File: src/rtl/iscr_pkg.sv
// package of offsets, field positions and reset values for the config bank
package iscr_pkg;
	// byte addresses of the register set
	localparam logic [7:0] ADDR_UNIT_KIND        = 8'h00;
	localparam logic [7:0] ADDR_FW_MINOR         = 8'h01;
	localparam logic [7:0] ADDR_FW_MAJOR         = 8'h02;
	localparam logic [7:0] ADDR_NV_BLOCKS        = 8'h03;
	localparam logic [7:0] ADDR_SERIAL_LOW       = 8'h04;
	localparam logic [7:0] ADDR_SERIAL_MID       = 8'h05;
	localparam logic [7:0] ADDR_SERIAL_HIGH      = 8'h06;
	localparam logic [7:0] ADDR_VARIANT          = 8'h07;
	localparam logic [7:0] ADDR_UNIT_ADDRESS     = 8'h08;
	localparam logic [7:0] ADDR_FRAME_LOW        = 8'h0a;
	localparam logic [7:0] ADDR_FRAME_HIGH       = 8'h0b;
	localparam logic [7:0] ADDR_LETTER_FIRST     = 8'h0c;
	localparam logic [7:0] ADDR_LETTER_SECOND    = 8'h0d;
	localparam logic [7:0] ADDR_LINE_DIV         = 8'h0e;
	localparam logic [7:0] ADDR_OUT_DIV          = 8'h0f;
	localparam logic [7:0] ADDR_FORMAT           = 8'h10;
	localparam logic [7:0] ADDR_USER_CFG         = 8'h11;
	localparam logic [7:0] ADDR_OP_STATE         = 8'h12;
	localparam logic [7:0] ADDR_WARN             = 8'h17;
	// reset values
	localparam logic [7:0] RST_NV_BLOCKS         = 8'h10;
	localparam logic [2:0] RST_UNIT_ADDRESS      = 3'h0;
	localparam logic [7:0] RST_LINE_DIV          = 8'h08;
	localparam logic [7:0] RST_OUT_DIV           = 8'h05;
	localparam logic [7:0] RST_FORMAT            = 8'h03;
	localparam logic [2:0] RST_USER_CFG          = 3'h0;
	// supported packet formats
	localparam logic [7:0] FORMAT_COMPACT        = 8'h03;
	localparam logic [7:0] FORMAT_WITH_MAG       = 8'h04;
	// field positions
	localparam int UNIT_ADDR_MSB                 = 2;
	localparam int CFG_ALIGN_BIT                 = 2;
	localparam int CFG_SYNC_BIT                  = 1;
	localparam int CFG_BOOT_STREAM_BIT           = 0;
	localparam int OP_SYNC_LOCKED_BIT            = 3;
	localparam int OP_STREAMING_BIT              = 2;
	// start byte upper nibble, unit address below it
	localparam logic [3:0] START_NIBBLE          = 4'ha;
	// timing: 1 ms base tick for the output rate, at 250 MHz
	localparam int REF_CLK_MHZ                   = 250;
	localparam int BASE_TICK_US                  = 1000;
	localparam int BASE_TICK_CYCLES = BASE_TICK_US * REF_CLK_MHZ;
	// records per frame, and bits of the snapshot stream
	localparam int RECORDS_PER_FRAME             = 256;
	localparam int SNAPSHOT_BITS                 = 256;
endpackage

File: src/rtl/iscr_rate_divider.sv
// divider that pulses once every div ticks of an enable
`timescale 1ns/1ns
module iscr_rate_divider #(
	parameter int W = 8
) (
	// clock and reset
	input  wire logic         ref_clk,
	input  wire logic         reset,
	// tick in, divisor, pulse out
	input  wire logic         tick,
	input  wire logic [W-1:0] div,
	output logic              pulse
);
	logic [W-1:0] cnt_q;
	logic [W-1:0] cnt_d;
	logic         pulse_q;
	logic         pulse_d;

	// a divisor of zero is treated as one so the output never stalls
	always_comb begin
		cnt_d   = cnt_q;
		pulse_d = 1'b0;
		if (tick) begin
			if (cnt_q + W'(1) >= div) begin
				cnt_d   = '0;
				pulse_d = 1'b1;
			end else begin
				cnt_d = cnt_q + W'(1);
			end
		end
	end

	always_ff @(posedge ref_clk) begin
		if (reset) begin
			cnt_q   <= '0;
			pulse_q <= 1'b0;
		end else begin
			cnt_q   <= cnt_d;
			pulse_q <= pulse_d;
		end
	end

	assign pulse = pulse_q;
endmodule

File: src/rtl/iscr_config_regs.sv
// lower configuration register bank with output rate and snapshot logic
//
// Overview of operation
// - fixed read-only unit kind code at zero
// - nonvolatile size in 64-byte blocks, 16
// - serial: 24-bit value plus two letters
// - read-only product variant code at 0x07
// - 3-bit writable unit address, upper bits reserved
// - 16-bit frame counter, per 256 records, wraps
// - line rate divisor byte, default 8
// - records at 1000 over output divisor per second
// - packet format select, 3 or 4, default 3
// - config bits: alignment, sync, boot streaming
// - status: sync locked bit 3, streaming bit 2
// - runtime warning flags, cleared at reset
// - start byte carries unit address, fixed nibble
// - one snapshot bit per packet over 256 bits
`timescale 1ns/1ns
module iscr_config_regs
	import iscr_pkg::*;
#(
	parameter logic [7:0] UNIT_KIND_CODE = 8'h5a,   // arbitrary value
	parameter logic [7:0] FW_MINOR       = 8'h01,
	parameter logic [7:0] FW_MAJOR       = 8'h01,
	parameter logic [23:0] SERIAL_VALUE  = 24'h000001,
	parameter logic [7:0] LETTER_FIRST   = 8'h41,
	parameter logic [7:0] LETTER_SECOND  = 8'h41,
	parameter logic [7:0] VARIANT_CODE   = 8'h00,
	parameter int         TICK_CYCLES    = BASE_TICK_CYCLES
) (
	// clock and reset
	input  wire logic       ref_clk,
	input  wire logic       reset,
	// byte register port from the command parser
	input  wire logic       reg_wr,
	input  wire logic       reg_rd,
	input  wire logic [7:0] reg_addr,
	input  wire logic [7:0] reg_wdata,
	output logic [7:0]      reg_rdata,
	output logic            reg_rvalid,
	// streaming control and sensor state
	input  wire logic       stream_on,
	input  wire logic       sync_pin,
	input  wire logic [7:0] warn_in,
	// configuration outputs to the rest of the unit
	output logic [7:0]      line_rate_divisor,
	output logic [7:0]      output_format_select,
	output logic            apply_alignment_matrix,
	output logic            ext_sync_enable,
	output logic            boot_streaming,
	// per-record outputs
	output logic            record_strobe,
	output logic [7:0]      start_byte,
	output logic            snapshot_bit
);
	logic [2:0]  addr_q, addr_d;
	logic [7:0]  line_q, line_d;
	logic [7:0]  odiv_q, odiv_d;
	logic [7:0]  fmt_q, fmt_d;
	logic [2:0]  cfg_q, cfg_d;
	logic [7:0]  warn_q, warn_d;
	logic [15:0] frame_q, frame_d;
	logic [7:0]  rec_q, rec_d;
	logic [7:0]  rdata_q, rdata_d;
	logic        rvalid_q, rvalid_d;
	logic [7:0]  start_q, start_d;
	logic        snap_q, snap_d;
	logic        strb_q, strb_d;
	logic [31:0] tick_cnt_q, tick_cnt_d;
	logic        tick_q, tick_d;
	logic        sync_m_q, sync_s_q;
	logic        sync_prev_q;
	logic [23:0] sync_age_q, sync_age_d;
	logic        record_pulse;
	logic [7:0]  snap_byte;
	logic [7:0]  op_state;
	logic        locked;

	// pin crossing for the sync input
	always_ff @(posedge ref_clk) begin
		if (reset) begin
			sync_m_q    <= 1'b0;
			sync_s_q    <= 1'b0;
			sync_prev_q <= 1'b0;
		end else begin
			sync_m_q    <= sync_pin;
			sync_s_q    <= sync_m_q;
			sync_prev_q <= sync_s_q;
		end
	end

	// lock held while edges keep arriving; lost after 2^24 - 1 cycles
	// of silence (about 67 ms at 250 MHz), so a slow sync source still counts
	always_comb begin
		sync_age_d = sync_age_q;
		if (!cfg_q[CFG_SYNC_BIT]) begin
			sync_age_d = '1;
		end else if (sync_s_q && !sync_prev_q) begin
			sync_age_d = '0;
		end else if (sync_age_q != '1) begin
			sync_age_d = sync_age_q + 24'h000001;
		end
	end
	assign locked = cfg_q[CFG_SYNC_BIT] && (sync_age_q != '1);

	// 1 ms base tick feeding the output rate divider
	// free running: the first record may come up to odiv_q ticks after enable
	always_comb begin
		tick_d     = 1'b0;
		tick_cnt_d = tick_cnt_q + 32'h1;
		if (tick_cnt_q >= 32'(TICK_CYCLES - 1)) begin
			tick_cnt_d = '0;
			tick_d     = 1'b1;
		end
	end

	iscr_rate_divider #(.W(8)) u_out_rate (
		.ref_clk (ref_clk),
		.reset   (reset),
		.tick    (tick_q && stream_on),
		.div     (odiv_q),
		.pulse   (record_pulse)
	);

	// snapshot byte for the current record index, first 32 bytes only
	always_comb begin
		snap_byte = 8'h00;
		case (rec_q[7:3])
			5'd0:  snap_byte = UNIT_KIND_CODE;
			5'd1:  snap_byte = FW_MINOR;
			5'd2:  snap_byte = FW_MAJOR;
			5'd3:  snap_byte = RST_NV_BLOCKS;
			5'd4:  snap_byte = SERIAL_VALUE[7:0];
			5'd5:  snap_byte = SERIAL_VALUE[15:8];
			5'd6:  snap_byte = SERIAL_VALUE[23:16];
			5'd7:  snap_byte = VARIANT_CODE;
			5'd8:  snap_byte = {5'h00, addr_q};
			5'd10: snap_byte = frame_q[7:0];
			5'd11: snap_byte = frame_q[15:8];
			5'd12: snap_byte = LETTER_FIRST;
			5'd13: snap_byte = LETTER_SECOND;
			5'd14: snap_byte = line_q;
			5'd15: snap_byte = odiv_q;
			5'd16: snap_byte = fmt_q;
			5'd17: snap_byte = {5'h00, cfg_q};
			5'd18: snap_byte = op_state;
			5'd23: snap_byte = warn_q;
			default: snap_byte = 8'h00;
		endcase
	end

	// record counting, frame counter and per-record outputs
	// start byte and snapshot bit are latched with the strobe, so an address
	// write lands on the next record, never half way through one
	always_comb begin
		rec_d   = rec_q;
		frame_d = frame_q;
		start_d = start_q;
		snap_d  = snap_q;
		strb_d  = record_pulse;
		if (record_pulse) begin
			start_d = {START_NIBBLE, 1'b0, addr_q};
			snap_d  = snap_byte[rec_q[2:0]];
			rec_d   = rec_q + 8'h01;
			if (rec_q == 8'(RECORDS_PER_FRAME - 1)) begin
				frame_d = frame_q + 16'h0001;
			end
		end
	end

	// status byte built from live state
	assign op_state = {4'h0, locked, stream_on, 2'b00};

	// host writes; only writable fields of writable registers change
	always_comb begin
		addr_d = addr_q;
		line_d = line_q;
		odiv_d = odiv_q;
		fmt_d  = fmt_q;
		cfg_d  = cfg_q;
		if (reg_wr) begin
			if (reg_addr == ADDR_UNIT_ADDRESS) begin
				addr_d = reg_wdata[UNIT_ADDR_MSB:0];
			end else if (reg_addr == ADDR_LINE_DIV) begin
				line_d = reg_wdata;
			end else if (reg_addr == ADDR_OUT_DIV) begin
				odiv_d = reg_wdata;
			end else if (reg_addr == ADDR_FORMAT) begin
				// unsupported codes are dropped so the stream keeps a known format
				if (reg_wdata == FORMAT_COMPACT ||
				    reg_wdata == FORMAT_WITH_MAG) begin
					fmt_d = reg_wdata;
				end
			end else if (reg_addr == ADDR_USER_CFG) begin
				cfg_d = reg_wdata[2:0];
			end
		end
		// other addresses are read-only or reserved: dropped
	end

	// warning flags follow the sensor side live
	assign warn_d = warn_in;

	// read decode; reserved and unmapped addresses return zero
	// frame counter bytes are not latched as a pair, so a host reading them
	// across a frame step may see a torn value
	always_comb begin
		rvalid_d = reg_rd;
		rdata_d  = 8'h00;
		if (reg_rd) begin
			if (reg_addr == ADDR_UNIT_KIND) begin
				rdata_d = UNIT_KIND_CODE;
			end else if (reg_addr == ADDR_FW_MINOR) begin
				rdata_d = FW_MINOR;
			end else if (reg_addr == ADDR_FW_MAJOR) begin
				rdata_d = FW_MAJOR;
			end else if (reg_addr == ADDR_NV_BLOCKS) begin
				rdata_d = RST_NV_BLOCKS;
			end else if (reg_addr == ADDR_SERIAL_LOW) begin
				rdata_d = SERIAL_VALUE[7:0];
			end else if (reg_addr == ADDR_SERIAL_MID) begin
				rdata_d = SERIAL_VALUE[15:8];
			end else if (reg_addr == ADDR_SERIAL_HIGH) begin
				rdata_d = SERIAL_VALUE[23:16];
			end else if (reg_addr == ADDR_VARIANT) begin
				rdata_d = VARIANT_CODE;
			end else if (reg_addr == ADDR_UNIT_ADDRESS) begin
				rdata_d = {5'h00, addr_q};
			end else if (reg_addr == ADDR_FRAME_LOW) begin
				rdata_d = frame_q[7:0];
			end else if (reg_addr == ADDR_FRAME_HIGH) begin
				rdata_d = frame_q[15:8];
			end else if (reg_addr == ADDR_LETTER_FIRST) begin
				rdata_d = LETTER_FIRST;
			end else if (reg_addr == ADDR_LETTER_SECOND) begin
				rdata_d = LETTER_SECOND;
			end else if (reg_addr == ADDR_LINE_DIV) begin
				rdata_d = line_q;
			end else if (reg_addr == ADDR_OUT_DIV) begin
				rdata_d = odiv_q;
			end else if (reg_addr == ADDR_FORMAT) begin
				rdata_d = fmt_q;
			end else if (reg_addr == ADDR_USER_CFG) begin
				rdata_d = {5'h00, cfg_q};
			end else if (reg_addr == ADDR_OP_STATE) begin
				rdata_d = op_state;
			end else if (reg_addr == ADDR_WARN) begin
				rdata_d = warn_q;
			end
		end
	end

	// all state registers except the sync pin crossing flops
	always_ff @(posedge ref_clk) begin
		if (reset) begin
			addr_q     <= RST_UNIT_ADDRESS;
			line_q     <= RST_LINE_DIV;
			odiv_q     <= RST_OUT_DIV;
			fmt_q      <= RST_FORMAT;
			cfg_q      <= RST_USER_CFG;
			warn_q     <= 8'h00;
			frame_q    <= 16'h0000;
			rec_q      <= 8'h00;
			rdata_q    <= 8'h00;
			rvalid_q   <= 1'b0;
			start_q    <= 8'h00;
			snap_q     <= 1'b0;
			strb_q     <= 1'b0;
			tick_cnt_q <= 32'h0;
			tick_q     <= 1'b0;
			sync_age_q <= '1;
		end else begin
			addr_q     <= addr_d;
			line_q     <= line_d;
			odiv_q     <= odiv_d;
			fmt_q      <= fmt_d;
			cfg_q      <= cfg_d;
			warn_q     <= warn_d;
			frame_q    <= frame_d;
			rec_q      <= rec_d;
			rdata_q    <= rdata_d;
			rvalid_q   <= rvalid_d;
			start_q    <= start_d;
			snap_q     <= snap_d;
			strb_q     <= strb_d;
			tick_cnt_q <= tick_cnt_d;
			tick_q     <= tick_d;
			sync_age_q <= sync_age_d;
		end
	end

	// outputs straight from flops
	assign reg_rdata              = rdata_q;
	assign reg_rvalid             = rvalid_q;
	assign line_rate_divisor      = line_q;
	assign output_format_select   = fmt_q;
	assign apply_alignment_matrix = cfg_q[CFG_ALIGN_BIT];
	assign ext_sync_enable        = cfg_q[CFG_SYNC_BIT];
	assign boot_streaming         = cfg_q[CFG_BOOT_STREAM_BIT];
	assign record_strobe          = strb_q;
	assign start_byte             = start_q;
	assign snapshot_bit           = snap_q;
endmodule

File: config.mk
export PLATFORM = sky130hd
export DESIGN_NAME = iscr_config_regs
export DESIGN_NICKNAME = d
export VERILOG_FILES = /design/src/rtl/iscr_pkg.sv /design/src/rtl/iscr_rate_divider.sv /design/src/rtl/iscr_config_regs.sv
export SDC_FILE = /design/constraint.sdc
export NUM_CORES = 1
export LEC_CHECK = 0
export CAP_MARGIN = 20
export CORE_MARGIN = 1
export CORE_UTILIZATION = 50
export DETAILED_ROUTE_END_ITERATION = 12
export DONT_BUFFER_PORTS = 1
export SETUP_SLACK_MARGIN = 0.02
export SYNTH_ARGS = -nofsm -noshare
export SYNTH_HDL_FRONTEND = slang
export SYNTH_SLANG_ARGS = --single-unit
File: constraint.sdc
create_clock -name ref_clk -period 5.6 [get_ports ref_clk]
set_clock_uncertainty 0.1 [all_clocks]
set_input_delay 0.28 -clock ref_clk [delete_from_list [all_inputs] [get_ports ref_clk]]
set_output_delay 0.28 -clock ref_clk [all_outputs]
set_load 0.01 [all_outputs]
# After elaboration in Yosys (flattened, before gate mapping)
# Index checks and enable logic that the tools add are counted.
[classes]
add_sub_neg = 5
order_cmp = 3
eq_ne = 37
mux = 27
bitwise = 7
reduce_logical = 23
[ops]
columns = ["op", "n"]
rows = [
  ["$pmux 8 s13", 1],
  ["$mux 8", 11],
  ["$mux 7", 9],
  ["$eq 8x4->1 const B", 7],
  ["$mux 24", 2],
  ["$eq 8x3->1 const B", 5],
  ["$eq 5x4->1 const B", 7],
  ["$add 32x1->32 const B", 1],
  ["$eq 8x5->1 const B", 4],
  ["$ge 32x18->1 const B", 1],
  ["$add 24x1->24 const B", 1],
  ["$eq 8x2->1 const B", 3],
  ["$ne 24x24->1 const B", 1],
  ["$eq 5x5->1 const B", 4],
  ["$add 16x1->16 const B", 1],
  ["$add 8x1->8 const B", 2],
  ["$reduce_and 6->1", 2],
  ["$reduce_or 11->1", 1],
  ["$eq 5x2->1 const B", 2],
  ["$reduce_or 10->1", 1],
  ["$reduce_or 2->1", 5],
  ["$eq 8x1->1 const B", 1],
  ["$eq 8x8->1 const B", 1],
  ["$ge 8x8->1", 1],
  ["other kinds (16)", 28],
]
[word_totals]
regBits = 146
in_bits = 30

# Longest topological paths before layout
[depth]
word_depth = 20
depth_mapped = 11
depth_no_buf = 10

# Modules after synthesis
# From an unflattened synthesis, not the netlist that was laid out.
[hier_totals]
cells_unflattened = 849
area_unflattened_um2 = 7409.6
[by_module_without_submodules]
columns = ["mod", "instances", "cells_each", "area_each_um2", "seq_area_each_um2"]
rows = [
  ["iscr_config_regs", 1, 771, 6760.2, 2742.6],
  ["iscr_rate_divider", 1, 78, 649.4, 180.2],
]

# Worst setup path after synthesis
# Ideal clock, no wire load.
[synth_timing]
kind = "register to register"
startpoint = "register u_out_rate.cnt_q[0]"
endpoint = "register u_out_rate.cnt_q[5]"
setup_ps = 74
t_arrival_ps = 2299
required_ps = 5426
path_slack_ps = 3126
path_stages_with_launch = 11
synth_period_minus_slack_ps = 2474
path_cell_list = "dfxtp_1 ha_1 nand3_1 xnor2_1 ha_1 a21o_1 a2111oi_0 o21a_1 buf_2 o221ai_1 a31oi_1"
[synth_via]
elab_chain_len = 3
[synth_lines]
columns = ["element", "line", "text"]
rows = [
  ["start: declaration", "iscr_rate_divider.sv:14", "logic [W-1:0] cnt_q;"],
  ["start signal: assignment", "iscr_rate_divider.sv:38", "cnt_q <= cnt_d;"],
  ["$add 8x1->8 *", "iscr_rate_divider.sv:24, iscr_rate_divider.sv:28", ""],
  ["$ge 8x8->1", "iscr_rate_divider.sv:24", "if (cnt_q + W'(1) >= div) begin"],
  ["$mux 8 *", "iscr_rate_divider.sv:24", ""],
]
# Every way passes the cells marked *; elsewhere a longest branch is shown, timed or not.
# A chain may end at the register's enable or synchronous reset.

# Worst setup path after layout
[layout_timing]
startpoint = "register u_out_rate.cnt_q[0]"
endpoint = "register u_out_rate.cnt_q[0]"
# Same word-level chain as after synthesis.

==> Flow_metrics.wiki <==
{| class="wikitable"
! Metric !! Value
|-
| Run status || finished clean
|-
| Pins over their slew limit || 0
|-
| Number of buffers added by the clock tree synthesis step || 17
|-
| Crit share post-route || 0.526
|-
| Total area of multi-input combinational cells || 0.00417 mm^2
|-
| Type of the worst min-delay path || in2reg
|-
| Maximum number of pins on one net before global-route repair || 76
|-
| Post-synth EDFFs || 0
|-
| Detailed route wirelength on metal3 || 1380 um
|-
| Endpoint type of the worst setup path || flop
|-
| DRT Wirelength || between 15000 and 20000 um
|-
| Pwr per Cell Area || 267 mW/mm^2
|-
| Highest Signal Layer || met4
|-
| Fraction of synthesized cell area taken by the top area cell type || 0.394
|-
| Required time reported for the critical path endpoint || 5830 ps
|-
| Number of antenna violations at the first check in global routing || 0
|-
| Buffers and inverters on the worst path || 0
|-
| Comb power frac || 0.034
|-
| Input/output buffers || 0
|-
| Rel. slew slack || 0.425
|-
| Proportion of register bits with asynchronous set or reset after synthesis || 0
|-
| Number of nets with antenna violations after routing || 0
|-
| Placed wire-length estimate after detailed placement || 13700 um
|-
| Most common flop cell mapped by yosys || dfxtp_1
|-
| Post-synth top area cell || dfxtp_1
|-
| Vias after detailed routing || around 6500
|-
| Proportion of layout cells with a drive suffix above 1 || 0.0707
|-
| Critical register-to-register path startpoint || u_out_rate.cnt_q[0]$_SDFFE_PP0P_
|-
| Mean Syn Cell Area || 8.58 um^2
|-
| Antenna diode count || 0
|-
| Remaining DRCs || 0
|-
| Startpoint-to-endpoint class of the critical path || reg2reg
|-
| Largest buffer count on any clock path || 2
|-
| Library cell with the highest instance count after synthesis || dfxtp_1
|-
| First element of the critical path || u_out_rate.cnt_q[0]$_SDFFE_PP0P_
|-
| Vias in the first global route || 5847
|-
| Most numerous cell types in the synthesized netlist || dfxtp_1 (146), nor2_1 (111), nand2_1 (51)
|-
| Final worst path period need || 2950 ps
|-
| Post-route worst setup slack || 2650 ps
|-
| Die Footprint || 0.0153 mm^2
|-
| Peak supply drop || 0.386 mV
|-
| Cell with the most instances on the worst path || ha_1
|-
| Yosys warning count || 0
|-
| IO Pins || 68
|-
| Critical path fanouts, max || 11
|-
| Top achievable clock speed || 339 MHz
|-
| Initial Util || 0.511
|-
| Number of optimization iterations in the first detailed-route pass || 8
|-
| Overall global routing resource usage || 0.268
|-
| Length of routed wiring on met1 || 8830 um
|-
| Setup slack of the worst register-to-register path || between 2000 and 3000 ps
|-
| Height of the chip || 124 um
|-
| Top cells by area, synth || dfxtp_1 (39%), nor2_1 (5.6%), xnor2_1 (4.4%)
|-
| Tightest Pin Transition || approximately 860 ps
|-
| Finish-stage setup viols || 0
|-
| Wire length per cell after detailed routing || 18.3 um
|-
| Slowest cell delay on critical path || approximately 450 ps
|-
| Number of nets in the finished design || 921
|-
| Sequential group share of total power || 0.481
|-
| Sequential Area || roughly 0.0029 mm^2
|-
| Synthesized flop and latch total || 146
|-
| Summed negative setup slack over all endpoints || 0 ps
|-
| Number of cells traversed by the worst hold path || 3
|-
| Net Sw Power || 0.000523 W
|-
| Met2 WL post-DR || 8940 um
|-
| Slowest-stage cell, CP || a2111oi_0
|-
| Clock net sink count || ~150
|-
| Ordered list of cells on the worst path || ha_1 > nand3_1 > xnor2_1 > ha_1 > a21o_1 > a2111oi_0 > o21a_1 > nor2_1 > a211oi_1
|-
| Buffer type at the clock tree root || clkbuf_16
|-
| Part of the total power dissipated in the clock network || 0.485
|-
| Number of DRC markers after the initial detailed-route iteration || 727
|-
| Area growth from synthesis to layout || 10.9%
|-
| Cts repair resizes || 0
|-
| First-pass GRT wire length || 30800 um
|-
| Synthesized netlist cell count || approximately 870
|-
| Routability cong. || 0.992
|-
| Unrepaired setup endpoints after global routing || false
|-
| Post-synthesis cell area || between 0.007 and 0.008 mm^2
|-
| Maximum Capacitance Violations || 0
|-
| Leakage component of the power || 3.02 nW
|-
| Endpoint arrival time on the critical path || ~3200 ps
|-
| Clock tree from TritonCTS || built
|-
| Die Width || around 120 um
|-
| Hold Path End || reg_rdata[7]$_SDFF_PP0_
|-
| Reg-to-reg critical path endpoint || u_out_rate.cnt_q[0]$_SDFFE_PP0P_
|-
| Startpoint types || flop
|-
| Mean number of vias per cell || 6.01
|-
| Critical hold path startpoint || reg_addr[0]
|-
| Overflow left after global routing || 0
|-
| Register area share after synthesis || 0.394
|-
| Number of library cell types mapped by synthesis || 82
|-
| Site row count || between 40 and 50
|-
| Register clock-pin slew on the reported worst setup and hold paths || 60 ps
|-
| Switching share of power || 0.238
|-
| Largest delay contributor family on the critical path || compound AO/OA/AOI/OAI gates
|-
| Final Hold Vio Count || 0
|-
| Internal cell power || ~0.0017 W
|-
| Area of the core region || roughly 0.015 mm^2
|-
| Path depth of the worst reg2reg path || 9
|-
| Count of H-tree levels built during CTS || 4
|-
| Count of filler cells inserted in the layout || 1322
|-
| Post-placement worst setup slack || ~2700 ps
|-
| Source-to-sink clock delay at the later pin of the worst-skew pair || 440 ps
|}
layout by cell type, fill, tap and decap left out, types with 5 or more instances in the layout:
master	n
a21oi_1	49
a21o_1	5
nand4_1	22
inv_1	26
dfxtp_1	146
clkinvlp_4	5
nor2_1	111
nor3_1	24
mux2i_1	26
a22oi_1	7
ha_1	13
clkbuf_16	17
nand3_1	34
dlygate4sd3_1	21
a221oi_1	6
o211ai_1	9
xnor2_1	37
o21ai_0	50
and3_1	16
o21ai_1	5
o22ai_1	7
nor2b_1	19
or3_1	10
nor4_1	9
and2_1	10
a211oi_1	5
nand2b_1	8
a31oi_1	5
nand2_1	51
conb_1	17
xor2_1	24
metal layers:
layer | GRT usage | vias up
met1 | 0.365 | 3057
met3 | 0.0673 | 40
met2 | 0.401 | 252
met5 | 0 | -
met4 | 0.111 | 0
li1 | - | 3117
sequential cells by signal (all words and copies together), names as in the netlist:
name,flops
addr_q,3
cfg_q,3
frame_q,16
line_rate_divisor,8
odiv_q,8
output_format_select,8
rec_q,8
record_strobe,1
reg_rdata,8
reg_rvalid,1
snapshot_bit,1
start_byte,4
sync_age_q,24
sync_m_q,1
sync_prev_q,1
sync_s_q,1
tick_cnt_q,32
tick_q,1
u_out_rate.cnt_q,8
u_out_rate.pulse,1
warn_q,8
final cells by class:
class,count,area share
inverters,27,0.0123
well taps,184,0.0280
clock inverters,13,0.0125
multi-input cells,661,0.506
repair buffers,25,0.0313
clock buffers,19,0.0550
flip-flops and latches,146,0.355
cells by family after synthesis:
| family | synth area share |
|---|---|
| adders and majority gates | 0.0219 |
| other | 0.000505 |
| muxes | 0.0381 |
| buffers and inverters | 0.0533 |
| DFF | 0.394 |
| AOI/OAI and AO/OA | 0.166 |
| xor gates and xnor gates | 0.0720 |
| and+or+nand+nor | 0.255 |
worst min-delay path: cells and delay by family:
kind               cells  cell delay, ps
and+or+nand+nor        2             180
AOI/OAI and AO/OA      1              30
power groups by stage:
stage               clock network (W)  logic (W)  registers [W]
floorplan                           0  0.0000624        0.00108
global placement                    0  0.0000495        0.00108
detailed placement                  0  0.0000504        0.00108
CTS                           0.00108  0.0000742        0.00106
global route                  0.00113  0.0000836        0.00106
finish                        0.00107  0.0000756        0.00106
per-stage QoR:
| stage | hold slack (ps) | std cells | power, W | area, um^2 | util |
|---|---|---|---|---|---|
| after floorplan | 263 | 881 | 0.00114 | 7480 | - |
| after global placement | 255 | 1020 | 0.00113 | 7430 | 0.512 |
| after detailed placement | 260 | 1020 | 0.00113 | 7430 | 0.512 |
| after CTS | 2.65 | 1074 | 0.00222 | 8230 | 0.566 |
| after global routing | 5.90 | 1075 | 0.00227 | 8230 | 0.566 |
| final | 11.9 | 1075 | 0.00220 | 8230 | 0.566 |
how the worst max path moves through the flow:
stage | to | slack, ps | cells after the start
2_1_floorplan | u_out_rate.cnt_q[5]$_SDFFE_PP0P_ | 3130 | 10
3_3_place_gp | u_out_rate.cnt_q[7]$_SDFFE_PP0P_ | 2860 | 9
3_5_place_dp | u_out_rate.cnt_q[0]$_SDFFE_PP0P_ | 2680 | 9
4_1_cts | u_out_rate.cnt_q[0]$_SDFFE_PP0P_ | 2660 | 9
5_1_grt | u_out_rate.cnt_q[0]$_SDFFE_PP0P_ | 2370 | 9
6_report | u_out_rate.cnt_q[0]$_SDFFE_PP0P_ | 2650 | 9
what timing repair did:
item                                   in CTS  in global routing
endpoints found under the hold margin      81                  0
setup buffers                               0                  0
hold buffers                               22                  0
(Power assumes the default switching activity.)
